==> config.mk <==
export PLATFORM = sky130hd
export DESIGN_NAME = spi_loop_pointer
export DESIGN_NICKNAME = d
export VERILOG_FILES = /design/src/pkg/spi_loop_pkg.sv /design/src/pkg/ready_link_if.sv /design/src/rtl/ready_pulse_gen.sv /design/src/rtl/spi_loop_pointer.sv
export VERILOG_INCLUDE_DIRS = /design/src /design/src/pkg
export SDC_FILE = /design/constraint.sdc
export NUM_CORES = 1
export LEC_CHECK = 0
export BUFFER_PORTS_ARGS = -buffer_cell sky130_fd_sc_hd__buf_2
export CORE_AREA = 2 2 168 104
export CTS_BUF_LIST = sky130_fd_sc_hd__clkbuf_4 sky130_fd_sc_hd__clkbuf_8
export CTS_CLUSTER_DIAMETER = 150
export CTS_CLUSTER_SIZE = 8
export DETAILED_ROUTE_END_ITERATION = 16
export DIE_AREA = 0 0 170 106
export PLACE_DENSITY_LB_ADDON = 0.25
export REMOVE_ABC_BUFFERS = 1
export SLEW_MARGIN = 20
export SYNTH_ARGS = -nofsm -noshare
export SYNTH_HDL_FRONTEND = slang
export SYNTH_SLANG_ARGS = --single-unit
==> constraint.sdc <==
create_clock -name clk -period 9 [get_ports clk]
set_input_delay 2.7 -clock clk [delete_from_list [all_inputs] [get_ports clk]]
set_output_delay 2.7 -clock clk [all_outputs]
set_load 0.02 [all_outputs]
==> src/pkg/spi_loop_regs.svh <==
// Offsets, field positions, resets and counts of the loop pointer
// Assumes inclusion by bare name; definitions only
`ifndef SPI_LOOP_REGS_SVH
`define SPI_LOOP_REGS_SVH
`define ADDR_FIRST    5'h00
`define ADDR_LAST     5'h1F
`define LAST_RO_ADDR  5'h07
`define FIRST_WR_ADDR 5'h08
`define LOCK_ADDR     5'h1F
`define LOCK_KEY      8'hA5
`define PHASE_ADDR    5'h0A
`define GROUP_MASK    5'h1C
`define LOOP_STATIC   2'h0
`define LOOP_GROUPS   2'h1
`define LOOP_TYPES    2'h2
`define LOOP_FULL     2'h3
`define WIDTH_16      2'h0
`define WIDTH_24      2'h1
`define LEN_16        6'h10
`define LEN_24        6'h18
`define LEN_32        6'h20
`define CMD_LAST_BIT  6'h07
`define CMD_DEV_HI    7
`define CMD_DEV_LO    6
`define CMD_REG_HI    5
`define CMD_REG_LO    1
`define CMD_RW        0
`define DEV_ADDR_DEF  2'h1
`define SETTLE_TICKS  17'h0_0030
`endif

==> src/pkg/spi_loop_pkg.sv <==
// Types of the loop pointer and ready pulse generator
// Assumes constants come from spi_loop_regs.svh
package spi_loop_pkg;
  typedef enum logic [2:0] {ST_IDLE, ST_CMD, ST_READ, ST_WRITE, ST_SKIP} spi_state_type;

  typedef struct packed {
    spi_state_type st;
    logic          armed;
    logic          sck;
    logic          cpol;
    logic          pulse;
    logic [6:0]    cmd;
    logic [5:0]    cnt;
    logic [4:0]    ptr;
    logic [31:0]   sh;
    logic          sdo;
    logic          sdo_oe_n;
    logic          wr_stb;
    logic [4:0]    wr_addr;
    logic [31:0]   wr_data;
    logic          seq_end;
    logic [6:0]    cfg;
    logic [3:0]    restart;
    logic          clr;
    logic          rdy_n;
    logic          rdy_oe_n;
  } spi_reg_type;

  typedef struct packed {
    logic        mclk;
    logic        rclk;
    logic        settling;
    logic        rate_pend;
    logic        pulse;
    logic [16:0] cnt;
  } rdy_reg_type;
endpackage

==> src/pkg/ready_link_if.sv <==
// Link between the pointer top and the ready pulse generator
// Assumes both ends run on the one system clock
`timescale 1ns/1ps
interface ready_link_if;
  logic        mod_clk;
  logic        rate_clk;
  logic        hw_reset_n;
  logic        restart;
  logic [15:0] phase_delay;
  logic        pulse;
  modport top (output mod_clk, rate_clk, hw_reset_n, restart, phase_delay, input pulse);
  modport gen (input mod_clk, rate_clk, hw_reset_n, restart, phase_delay, output pulse);
endinterface

==> src/rtl/ready_pulse_gen.sv <==
// Ready pulse timing from modulator and output-rate clock levels
// Assumes both clock levels are synchronous samples on clk
`timescale 1ns/1ps
`include "spi_loop_regs.svh"

module ready_pulse_gen
  import spi_loop_pkg::*;
(
  input wire logic   clk,
  input wire logic   rst,
  ready_link_if.gen  link
);
  localparam rdy_reg_type RDY_RST = '{settling: 1'b1, cnt: `SETTLE_TICKS, default: '0};

  rdy_reg_type q;
  rdy_reg_type d;
  logic        m_rise;
  logic        m_fall;
  logic        r_rise;

  assign m_rise = link.mod_clk & ~q.mclk;
  assign m_fall = ~link.mod_clk & q.mclk;
  assign r_rise = link.rate_clk & ~q.rclk;
  assign link.pulse = q.pulse;

  // =====================================================
  // Pulse timing, blind to the serial session
  always_comb begin
    d      = q;
    d.mclk = link.mod_clk;
    d.rclk = link.rate_clk;
    if (r_rise) begin
      d.rate_pend = 1'b1;
    end
    if (m_fall) begin
      d.pulse = 1'b0;
    end
    if (m_rise) begin
      if (q.settling) begin
        if (q.cnt == 17'h0_0000) begin
          d.settling  = 1'b0;
          d.pulse     = 1'b1;
          d.rate_pend = 1'b0;
        end else begin
          d.cnt = q.cnt - 17'h0_0001;
        end
      end else if (q.rate_pend || r_rise) begin
        d.pulse     = 1'b1;
        d.rate_pend = 1'b0;
      end
    end
    if (!link.hw_reset_n || link.restart) begin
      d.settling  = 1'b1;
      d.pulse     = 1'b0;
      d.rate_pend = 1'b0;
      d.cnt       = `SETTLE_TICKS + {1'b0, link.phase_delay};
    end
  end

  always_ff @(posedge clk or posedge rst) begin
    if (rst) begin
      q <= RDY_RST;
    end else begin
      q <= d;
    end
  end
endmodule

==> src/rtl/spi_loop_pointer.sv <==
// Serial command decoder with looping register pointer and ready pin
// Assumes pins are synchronous to clk; register map lies outside
`timescale 1ns/1ps
`include "spi_loop_regs.svh"

module spi_loop_pointer
  import spi_loop_pkg::*;
#(
  parameter logic [1:0] DEV_ADDR = `DEV_ADDR_DEF
) (
  input  wire logic        clk,
  input  wire logic        rst,
  input  wire logic        cs_n,
  input  wire logic        sck,
  input  wire logic        sdi,
  output logic             sdo,
  output logic             sdo_oe_n,
  input  wire logic [1:0]  read_loop,
  input  wire logic        write_loop,
  input  wire logic [1:0]  width_sel,
  input  wire logic [7:0]  lock_key,
  input  wire logic [31:0] rd_data,
  output logic [4:0]       reg_addr,
  output logic             wr_strobe,
  output logic [4:0]       wr_addr,
  output logic [31:0]      wr_data,
  output logic             seq_end,
  input  wire logic [2:0]  oversampling_ratio_field,
  input  wire logic [1:0]  prescale,
  input  wire logic        external_clock_select,
  input  wire logic        external_reference_select,
  input  wire logic [3:0]  channel_active,
  output logic [3:0]       adc_restart,
  output logic             data_clear,
  input  wire logic        hw_reset_n,
  input  wire logic        modulator_clock,
  input  wire logic        output_rate_clock,
  input  wire logic [15:0] phase_delay,
  input  wire logic        config_checksum_flag,
  input  wire logic        ready_idle_drive_select,
  output logic             sample_ready_n,
  output logic             sample_ready_oe_n
);
  localparam spi_reg_type SPI_RST = '{
    st:       ST_IDLE,
    sdo_oe_n: 1'b1,
    rdy_n:    1'b1,
    rdy_oe_n: 1'b1,
    default:  '0
  };

  spi_reg_type q;
  spi_reg_type d;
  logic        rise;
  logic        fall;
  logic        rdy_fall;
  logic        wend;
  logic        writable;
  logic        phase_wr;
  logic        cfg_trig;
  logic [5:0]  wlen;
  logic [31:0] word;
  logic [7:0]  cmd_byte;
  logic [6:0]  cfg_now;
  logic [1:0]  loop_sel;

  ready_link_if link ();

  ready_pulse_gen u_ready (
    .clk  (clk),
    .rst  (rst),
    .link (link)
  );

  // =====================================================
  // Next pointer inside the selected set
  function automatic logic [5:0] step(input logic [4:0] p, input logic [1:0] sel);
    logic [4:0] first;
    logic [4:0] last;
    first = p;
    last  = p;
    unique case (sel)
      `LOOP_STATIC: begin
        first = p;
      end
      `LOOP_GROUPS: begin
        first = p & `GROUP_MASK;
        last  = first | ~`GROUP_MASK;
      end
      `LOOP_TYPES: begin
        first = (p > `LAST_RO_ADDR) ? `FIRST_WR_ADDR : `ADDR_FIRST;
        last  = (p > `LAST_RO_ADDR) ? `ADDR_LAST : `LAST_RO_ADDR;
      end
      `LOOP_FULL: begin
        first = `ADDR_FIRST;
        last  = `ADDR_LAST;
      end
    endcase
    step = (p == last) ? {1'b1, first} : {1'b0, p + 5'h01};
  endfunction

  // =====================================================
  // Edges and decodes
  assign rise     = sck & ~q.sck;
  assign fall     = ~sck & q.sck;
  assign rdy_fall = link.pulse & ~q.pulse;
  assign cmd_byte = {q.cmd, sdi};
  assign cfg_now  = {oversampling_ratio_field, prescale, external_clock_select, external_reference_select};
  assign word     = rd_data << (`LEN_32 - wlen);

  // Word length per format
  assign wlen = (width_sel == `WIDTH_16) ? `LEN_16 :
                (width_sel == `WIDTH_24) ? `LEN_24 : `LEN_32;
  assign wend = rise && (q.cnt == wlen - 6'h01);

  // Write loop maps onto fixed or types
  assign loop_sel = (q.st == ST_WRITE) ? {write_loop, 1'b0} : read_loop;

  // Read-only range, and lock key gating
  assign writable = (q.ptr > `LAST_RO_ADDR) &&
                    (lock_key == `LOCK_KEY || q.ptr == `LOCK_ADDR);

  assign phase_wr = (q.st == ST_WRITE) && wend && writable && (q.ptr == `PHASE_ADDR);
  assign cfg_trig = q.armed && (phase_wr || cfg_now != q.cfg);

  // =====================================================
  // Next state
  always_comb begin
    d         = q;
    d.armed   = 1'b1;
    d.sck     = sck;
    d.pulse   = link.pulse;
    d.cfg     = cfg_now;
    d.wr_stb  = 1'b0;
    d.seq_end = 1'b0;
    d.restart = 4'h0;
    d.clr     = 1'b0;
    unique case (q.st)
      ST_IDLE: begin
        d.cpol = sck;
        d.st   = ST_CMD;
      end
      ST_CMD: begin
        if (rise) begin
          d.cmd = cmd_byte[6:0];
          d.cnt = q.cnt + 6'h01;
          if (q.cnt == `CMD_LAST_BIT) begin
            d.cnt = 6'h00;
            d.ptr = cmd_byte[`CMD_REG_HI:`CMD_REG_LO];
            if (cmd_byte[`CMD_DEV_HI:`CMD_DEV_LO] != DEV_ADDR) begin
              d.st = ST_SKIP;
            end else if (cmd_byte[`CMD_RW]) begin
              d.st       = ST_READ;
              d.sdo_oe_n = 1'b0;
            end else begin
              d.st = ST_WRITE;
            end
          end
        end
      end
      ST_READ: begin
        // Serial input is not looked at here
        if (fall) begin
          if (q.cnt == 6'h00) begin
            d.sdo = word[31];
            d.sh  = {word[30:0], 1'b0};
          end else begin
            d.sdo = q.sh[31];
            d.sh  = {q.sh[30:0], 1'b0};
          end
        end
        // Idle-low clock: fresh MSB at ready fall
        if (rdy_fall && !q.cpol && !sck && q.cnt == 6'h00) begin
          d.sdo = word[31];
          d.sh  = {word[30:0], 1'b0};
        end
        if (wend) begin
          d.cnt                = 6'h00;
          {d.seq_end, d.ptr}   = step(q.ptr, loop_sel);
        end else if (rise) begin
          d.cnt = q.cnt + 6'h01;
        end
      end
      ST_WRITE: begin
        if (rise) begin
          d.sh  = {q.sh[30:0], sdi};
          d.cnt = q.cnt + 6'h01;
        end
        if (wend) begin
          d.cnt = 6'h00;
          d.sh  = 32'h0000_0000;
          if (writable) begin
            d.wr_stb             = 1'b1;
            d.wr_addr            = q.ptr;
            d.wr_data            = {q.sh[30:0], sdi};
            {d.seq_end, d.ptr}   = step(q.ptr, loop_sel);
          end
          // Otherwise dropped and pointer held
        end
      end
      ST_SKIP: begin
        d.cnt = 6'h00;
      end
    endcase

    // Deselect resets the serial side
    if (cs_n) begin
      d.st       = ST_IDLE;
      d.sdo_oe_n = 1'b1;
      d.cnt      = 6'h00;
      d.cmd      = 7'h00;
      d.sh       = 32'h0000_0000;
    end

    // Restart of active converters
    if (cfg_trig) begin
      d.restart = channel_active;
      d.clr     = |channel_active;
    end

    // Ready pin drive
    if (!hw_reset_n) begin
      d.rdy_n    = 1'b1;
      d.rdy_oe_n = ~ready_idle_drive_select;
    end else if (config_checksum_flag || link.pulse) begin
      d.rdy_n    = 1'b0;
      d.rdy_oe_n = 1'b0;
    end else begin
      d.rdy_n    = 1'b1;
      d.rdy_oe_n = ~ready_idle_drive_select;
    end
  end

  always_ff @(posedge clk or posedge rst) begin
    if (rst) begin
      q <= SPI_RST;
    end else begin
      q <= d;
    end
  end

  // =====================================================
  // Outputs and link
  assign sdo               = q.sdo;
  assign sdo_oe_n          = q.sdo_oe_n;
  assign reg_addr          = q.ptr;
  assign wr_strobe         = q.wr_stb;
  assign wr_addr           = q.wr_addr;
  assign wr_data           = q.wr_data;
  assign seq_end           = q.seq_end;
  assign adc_restart       = q.restart;
  assign data_clear        = q.clr;
  assign sample_ready_n    = q.rdy_n;
  assign sample_ready_oe_n = q.rdy_oe_n;

  assign link.mod_clk     = modulator_clock;
  assign link.rate_clk    = output_rate_clock;
  assign link.hw_reset_n  = hw_reset_n;
  assign link.phase_delay = phase_delay;
  assign link.restart     = |q.restart;
endmodule

---- Yosys cells after proc, flatten, opt, wreduce, memory -nomap -nowiden ----
Index checks and enable logic that the tools add are counted.
cells by class
  $add $sub $neg .......................... 6
  eq/ne operators ......................... 28
  reduce and logical (&&, ||, !) cells .... 44
  bitwise logic cells ..................... 13
  mux-type cells .......................... 61
  magnitude comparators ................... 1
  shift-type cells ........................ 1
operator list
  cell                     number
  $mux W33                 3
  $mux W39                 2
  $mux W32                 2
  $pmux W32 S2             1
  $mux W5                  9
  $mux W43                 1
  $mux W20                 2
  $mux W38                 1
  $mux W6                  6
  $mux W17                 2
  $shl A32 B6 Y32          1
  $pmux W5 S3              2
  $pmux W6 S4              1
  $pmux W5 S4              1
  $mux W18                 1
  $add A6 B16 Y17 const A  1
  $logic_not A17 Y1        1
  $sub A17 B1 Y17 const B  1
  $mux W3                  5
  $ne A2 B2 Y1 const B     7
  $reduce_bool A2 Y1       7
  $mux W13                 1
  $reduce_and A3 Y1        4
  $mux W1                  11
  other kinds (40)         81
word-level totals
  bits in registers ....................... 134

---- Logic depth before layout (Yosys ltp) ----
  word-level depth ........................ 14
  gate-level depth with buffers ........... 10
  mapped depth without buffers ............ 9

---- Hierarchy ----
From an unflattened synthesis, not the netlist that was laid out.
second synthesis, totals
  cells, all modules ...................... 705
  area, all modules ....................... 7410.9 um2
modules (own cells, without submodules)
  module            seq. area each (um2)  times used  cells each  area an instance (um2)
  spi_loop_pointer  2806.4                1           542         5929.4
  ready_pulse_gen   554.3                 1           163         1481.4

---- Worst setup path after synthesis ----
OpenSTA, ideal clock, no wires.
  kind .................................... input to register
  start ................................... input port width_sel[0]
  end ..................................... register q (netlist bit wr_addr[4])
  buffers on the path ..................... 3
  slack ................................... 4.529 ns
  stages .................................. 8
  required time ........................... 8.875 ns
  arrival ................................. 4.346 ns
  cells stage by stage .................... buf_6 or3_1 a211oi_2 and3_1 buf_4 nand3_4 buf_6 mux2_4
on the way
  longest elaborated chain between the ends .. 7
  elaborated cells between the ends (all ways) .. 8
  classes of those cells .................. 1 x add/sub; 2 x eq/ne; 2 x mux; 3 x reduce/logical
ends and longest elaborated chain
  element                               RTL line                 RTL
  start: declaration                    spi_loop_pointer.sv:20   input wire logic [1:0] width_sel,
  $eq A2 B1 Y1 (no source line)         -
  $mux W6 (no source line)              -
  $mux W6 (no source line) *            -
  $sub A6 B1 Y6 *                       spi_loop_pointer.sv:114  assign wend = rise && (q.cnt == wlen - 6'h01);
  $eq A6 B6 Y1 *                        spi_loop_pointer.sv:114
  $logic_and A1 B1 Y1 *                 spi_loop_pointer.sv:114
  $reduce_and A3 Y1 (no source line) *  -
  end signal: assignment                spi_loop_pointer.sv:236  q <= SPI_RST;
  end signal: assignment                spi_loop_pointer.sv:238  q <= d;
  end: declaration                      spi_loop_pointer.sv:52   spi_reg_type q;
Every way passes the cells marked *; elsewhere a longest branch is shown, timed or not.
A chain may end at the register's enable or synchronous reset.

---- Final worst setup path ----
  start ................................... input port width_sel[0]
  end ..................................... register q (netlist bit wr_data[6])
The elaborated chain is that of the path after synthesis.

==> run summary <==
RSZ-0062 raised after global routing = false
Arrival @ worst endpoint = 5.91 ns
Critical path type = input port to register
Pre-Repair DR Iteration Count = 5
Clock Sinks = 134
Max-slew violation count = 0
Die height = 106 um
Max-Slew Margin vs Limit = 0.423
Clock power share = 0.385
Flop pwr share = 0.507
Synth top area cells = dfrtp_1 44%, mux2_4 6.8%, buf_4 4.8%
Die area = 18000 um2
Remaining DRCs = 0
Seq/Total Area, Yosys = 0.460
Cells after synthesis = 717
Dpl cell area = 7770 um2
TritonCTS buffer count = 17
Hold depth = 0
Final core utilization = 0.489
Syn avg cell area = 10.2 um2
Peak VDD IR = 0.0000706 V
Endpoints failing setup = 0
N_diodes = 0
Met2 routed WL = 7810 um
CP Depth = 6
Crit path largest cell delay = 0.77 ns
Nature of the critical path endpoint = register
Status = finished clean
Starting DRT DRC Count = 416
Max_cap viols = 0
Cell family with most CP delay = simple AND/OR/NAND/NOR gates
Post_cts resized = 0
Drt wl/cell = 17.3 um
Detailed placement HPWL = 12400 um
Reg-to-reg startpoint = q[95]
Vias per Instance = 5.51
Gr ovfl total = 0
WP buf/inv = 1
Critical Path Start = width_sel[0]
Initial antenna violation count = 0
Share of the synthesized area in the top cell type = 0.439
CP max FO = 41
Initial Util = 0.438
Mapped cell area = 7300 um2
Most common flop cell mapped by yosys = dfrtp_1
Netlist cell types = 70
Crit-path cells = buf_2 -> nor2b_1 -> xor2_1 -> and3_1 -> nand3_4 -> mux2_4
Pwr/cell area = 158 nW/um2
Post-CTS setup buffer count = 0
Worst r2r path cells = 7
Routed wire length = 17700 um
Met1 WL = 8740 um
Static leakage = 4.01 nW
Period minus WS final = 5.60 ns
DR vias = 5618
CP required = 9.31 ns
CTS tree = yes
ANT nets after route = 0
Max Fclk = 0.179 GHz
CTS Buffer Depth = 2
First-pass GRT wire length = 28600 um
Detail Route met3 WL = 952 um
Clock transition at the registers of the reported paths = 0.08 ns
Layout Nets = 882
Share of layout cells above drive strength 1 = 0.275
Worst-Margin Slew = 0.864 ns
FILL cells = 1559
Area growth syn-to-layout = 11.7%
Worst min path class = register to register
P_sw = 0.000366 W
Sw frac = 0.284
Int Pwr = 0.000921 W
Setup TNS = 0 ns
Dpl ws = 2.91 ns
Post-synth ARST share = 1.00
Comb pwr share = 0.108
Die X = 170 um
Worst Clk Skew = 0.0211 ns
Design area = 8160 um2
GPL Wtd Cong = 0.870
Hold buffers post-CTS = 0
Num ports = 135
Htree depth = 4
Clock root buffer = clkbuf_8
CP max-delay cell = nor2b_1
Row count = 37
DR top layer = met4
#FFs+latches synth = 134
Hold Fails Final Rpt = 0
Yosys top cell by area = dfrtp_1
Port Buffers = 134
Largest net degree at the start of global routing = 84
Clk_lat worst skew = 0.44 ns
Final worst setup slack = 3.40 ns
Number of flops mapped to enable cells by yosys = 0
Fin crit share = 0.622
Vias in the first global route = 5508
Synthesis Warnings = 0
Area of the core = 16700 um2
Total track usage = 0.200
Hold Startpoint = u_ready.link.pulse
CP startpoint kind = input port
[cell usage after synthesis, drive strengths merged, types with 3 or more instances]
| master | n |
|---|---|
| dfrtp | 128 |
| nand2 | 80 |
| o21ai | 72 |
| buf | 59 |
| mux2 | 35 |
| nor2 | 33 |
| mux2i | 30 |
| a22oi | 25 |
| a21oi | 22 |
| clkbuf | 22 |
| xor2 | 20 |
| inv | 17 |
| nand3 | 14 |
| xnor2 | 12 |
| nor3 | 11 |
| a22o | 9 |
| a32oi | 9 |
| and2 | 8 |
| nor2b | 8 |
| a31oi | 7 |
| ha | 7 |
| nor4 | 7 |
| dfstp | 6 |
| nand2b | 6 |
| and3 | 5 |
| nand4 | 5 |
| nand3b | 4 |
| nor3b | 4 |
| o211ai | 4 |
| or3 | 4 |
| a21boi | 3 |
| a21o | 3 |
| nand4b | 3 |
| o31ai | 3 |
[power by group through the flow]
stage / registers [W] / clock network (W) / logic, W
global route: 0.000656 / 0.000538 / 0.000157
detailed placement: 0.000664 / 0 / 0.000140
finish: 0.000653 / 0.000495 / 0.000140
CTS: 0.000652 / 0.000509 / 0.000140
global placement: 0.000662 / 0 / 0.000134
floorplan: 0.000658 / 0 / 0.0000796
[worst reg2reg max path, delay by kind of cell, from the launching register on]
kind | cells | cell delay, ns
simple gates | 3 | 1.47
compound gates | 3 | 0.59
flops | 1 | 0.45
buf+inv | 1 | 0.29
[through the flow]
stage,hold WS [ns],instances,total power [W]
2_1_floorplan,0.382,636,0.000738
3_3_place_gp,0.473,988,0.000797
3_5_place_dp,0.465,988,0.000803
4_1_cts,0.488,1020,0.00130
5_1_grt,0.509,1020,0.00135
6_report,0.483,1020,0.00129
[routing by layer]
layer / global-route usage / vias up
met1: 0.297 / 2737
met5: 0 / -
met3: 0.0428 / 20
met2: 0.295 / 189
li1: - / 2672
met4: 0.0574 / 0
[placed cells by master (no fill, tap or decap), types with 18 or more instances in the layout]
cell type    n
o21ai_0     68
nand2_1     80
dfrtp_1    128
xor2_1      20
mux2i_1     30
clkbuf_8    18
buf_2      134
nor2_1      32
a22oi_1     25
mux2_4      33
a21oi_1     21
[worst paths after layout]
| path | slack (ns) | endpoint |
|---|---|---|
| max | 3.40 | wr_data[6] |
| min | 0.48 | q[105] |
| max reg2reg | 6.11 | q[69] |
| min reg2reg | 0.48 | q[105] |
| max in group asynchronous | 5.61 | wr_data[23] |
| min in group asynchronous | 2.28 | u_ready.q[6] |
[flip-flops by register name (all words and copies together), names as in the netlist]
signal and count:
cmd_byte 7, reg_addr 5, u_ready.q 21, u_ready.link.pulse 1
sdo 1, adc_restart 4, sample_ready_oe_n 1, data_clear 1
wr_data 32, sdo_oe_n 1, sample_ready_n 1, q 52
wr_addr 5, wr_strobe 1, seq_end 1
[logic make-up (layout without fill, tap and decap cells)]
group,count (synthesis),after routing,share of synthesized area
xor+xnor,32,32,0.0384
mux,65,65,0.112
other cells,1,1,0.000514
simple gates,204,204,0.141
buf+inv,98,187,0.0805
fa+ha+maj,7,7,0.0120
compound gates,176,176,0.156
flops,134,134,0.460
[layout make-up]
| type | count | area (um2) | area share |
|---|---|---|---|
| multi-input cells | 485 | 3370 | 0.413 |
| flip-flops and latches | 134 | 3360 | 0.412 |
| repair buffers | 138 | 704 | 0.0864 |
| well taps | 214 | 268 | 0.0328 |
| clock buffers | 20 | 263 | 0.0322 |
| clock inverters | 12 | 121 | 0.0149 |
| inverters | 17 | 68.8 | 0.00844 |
Note: power is estimated with default switching activity, not from simulation.
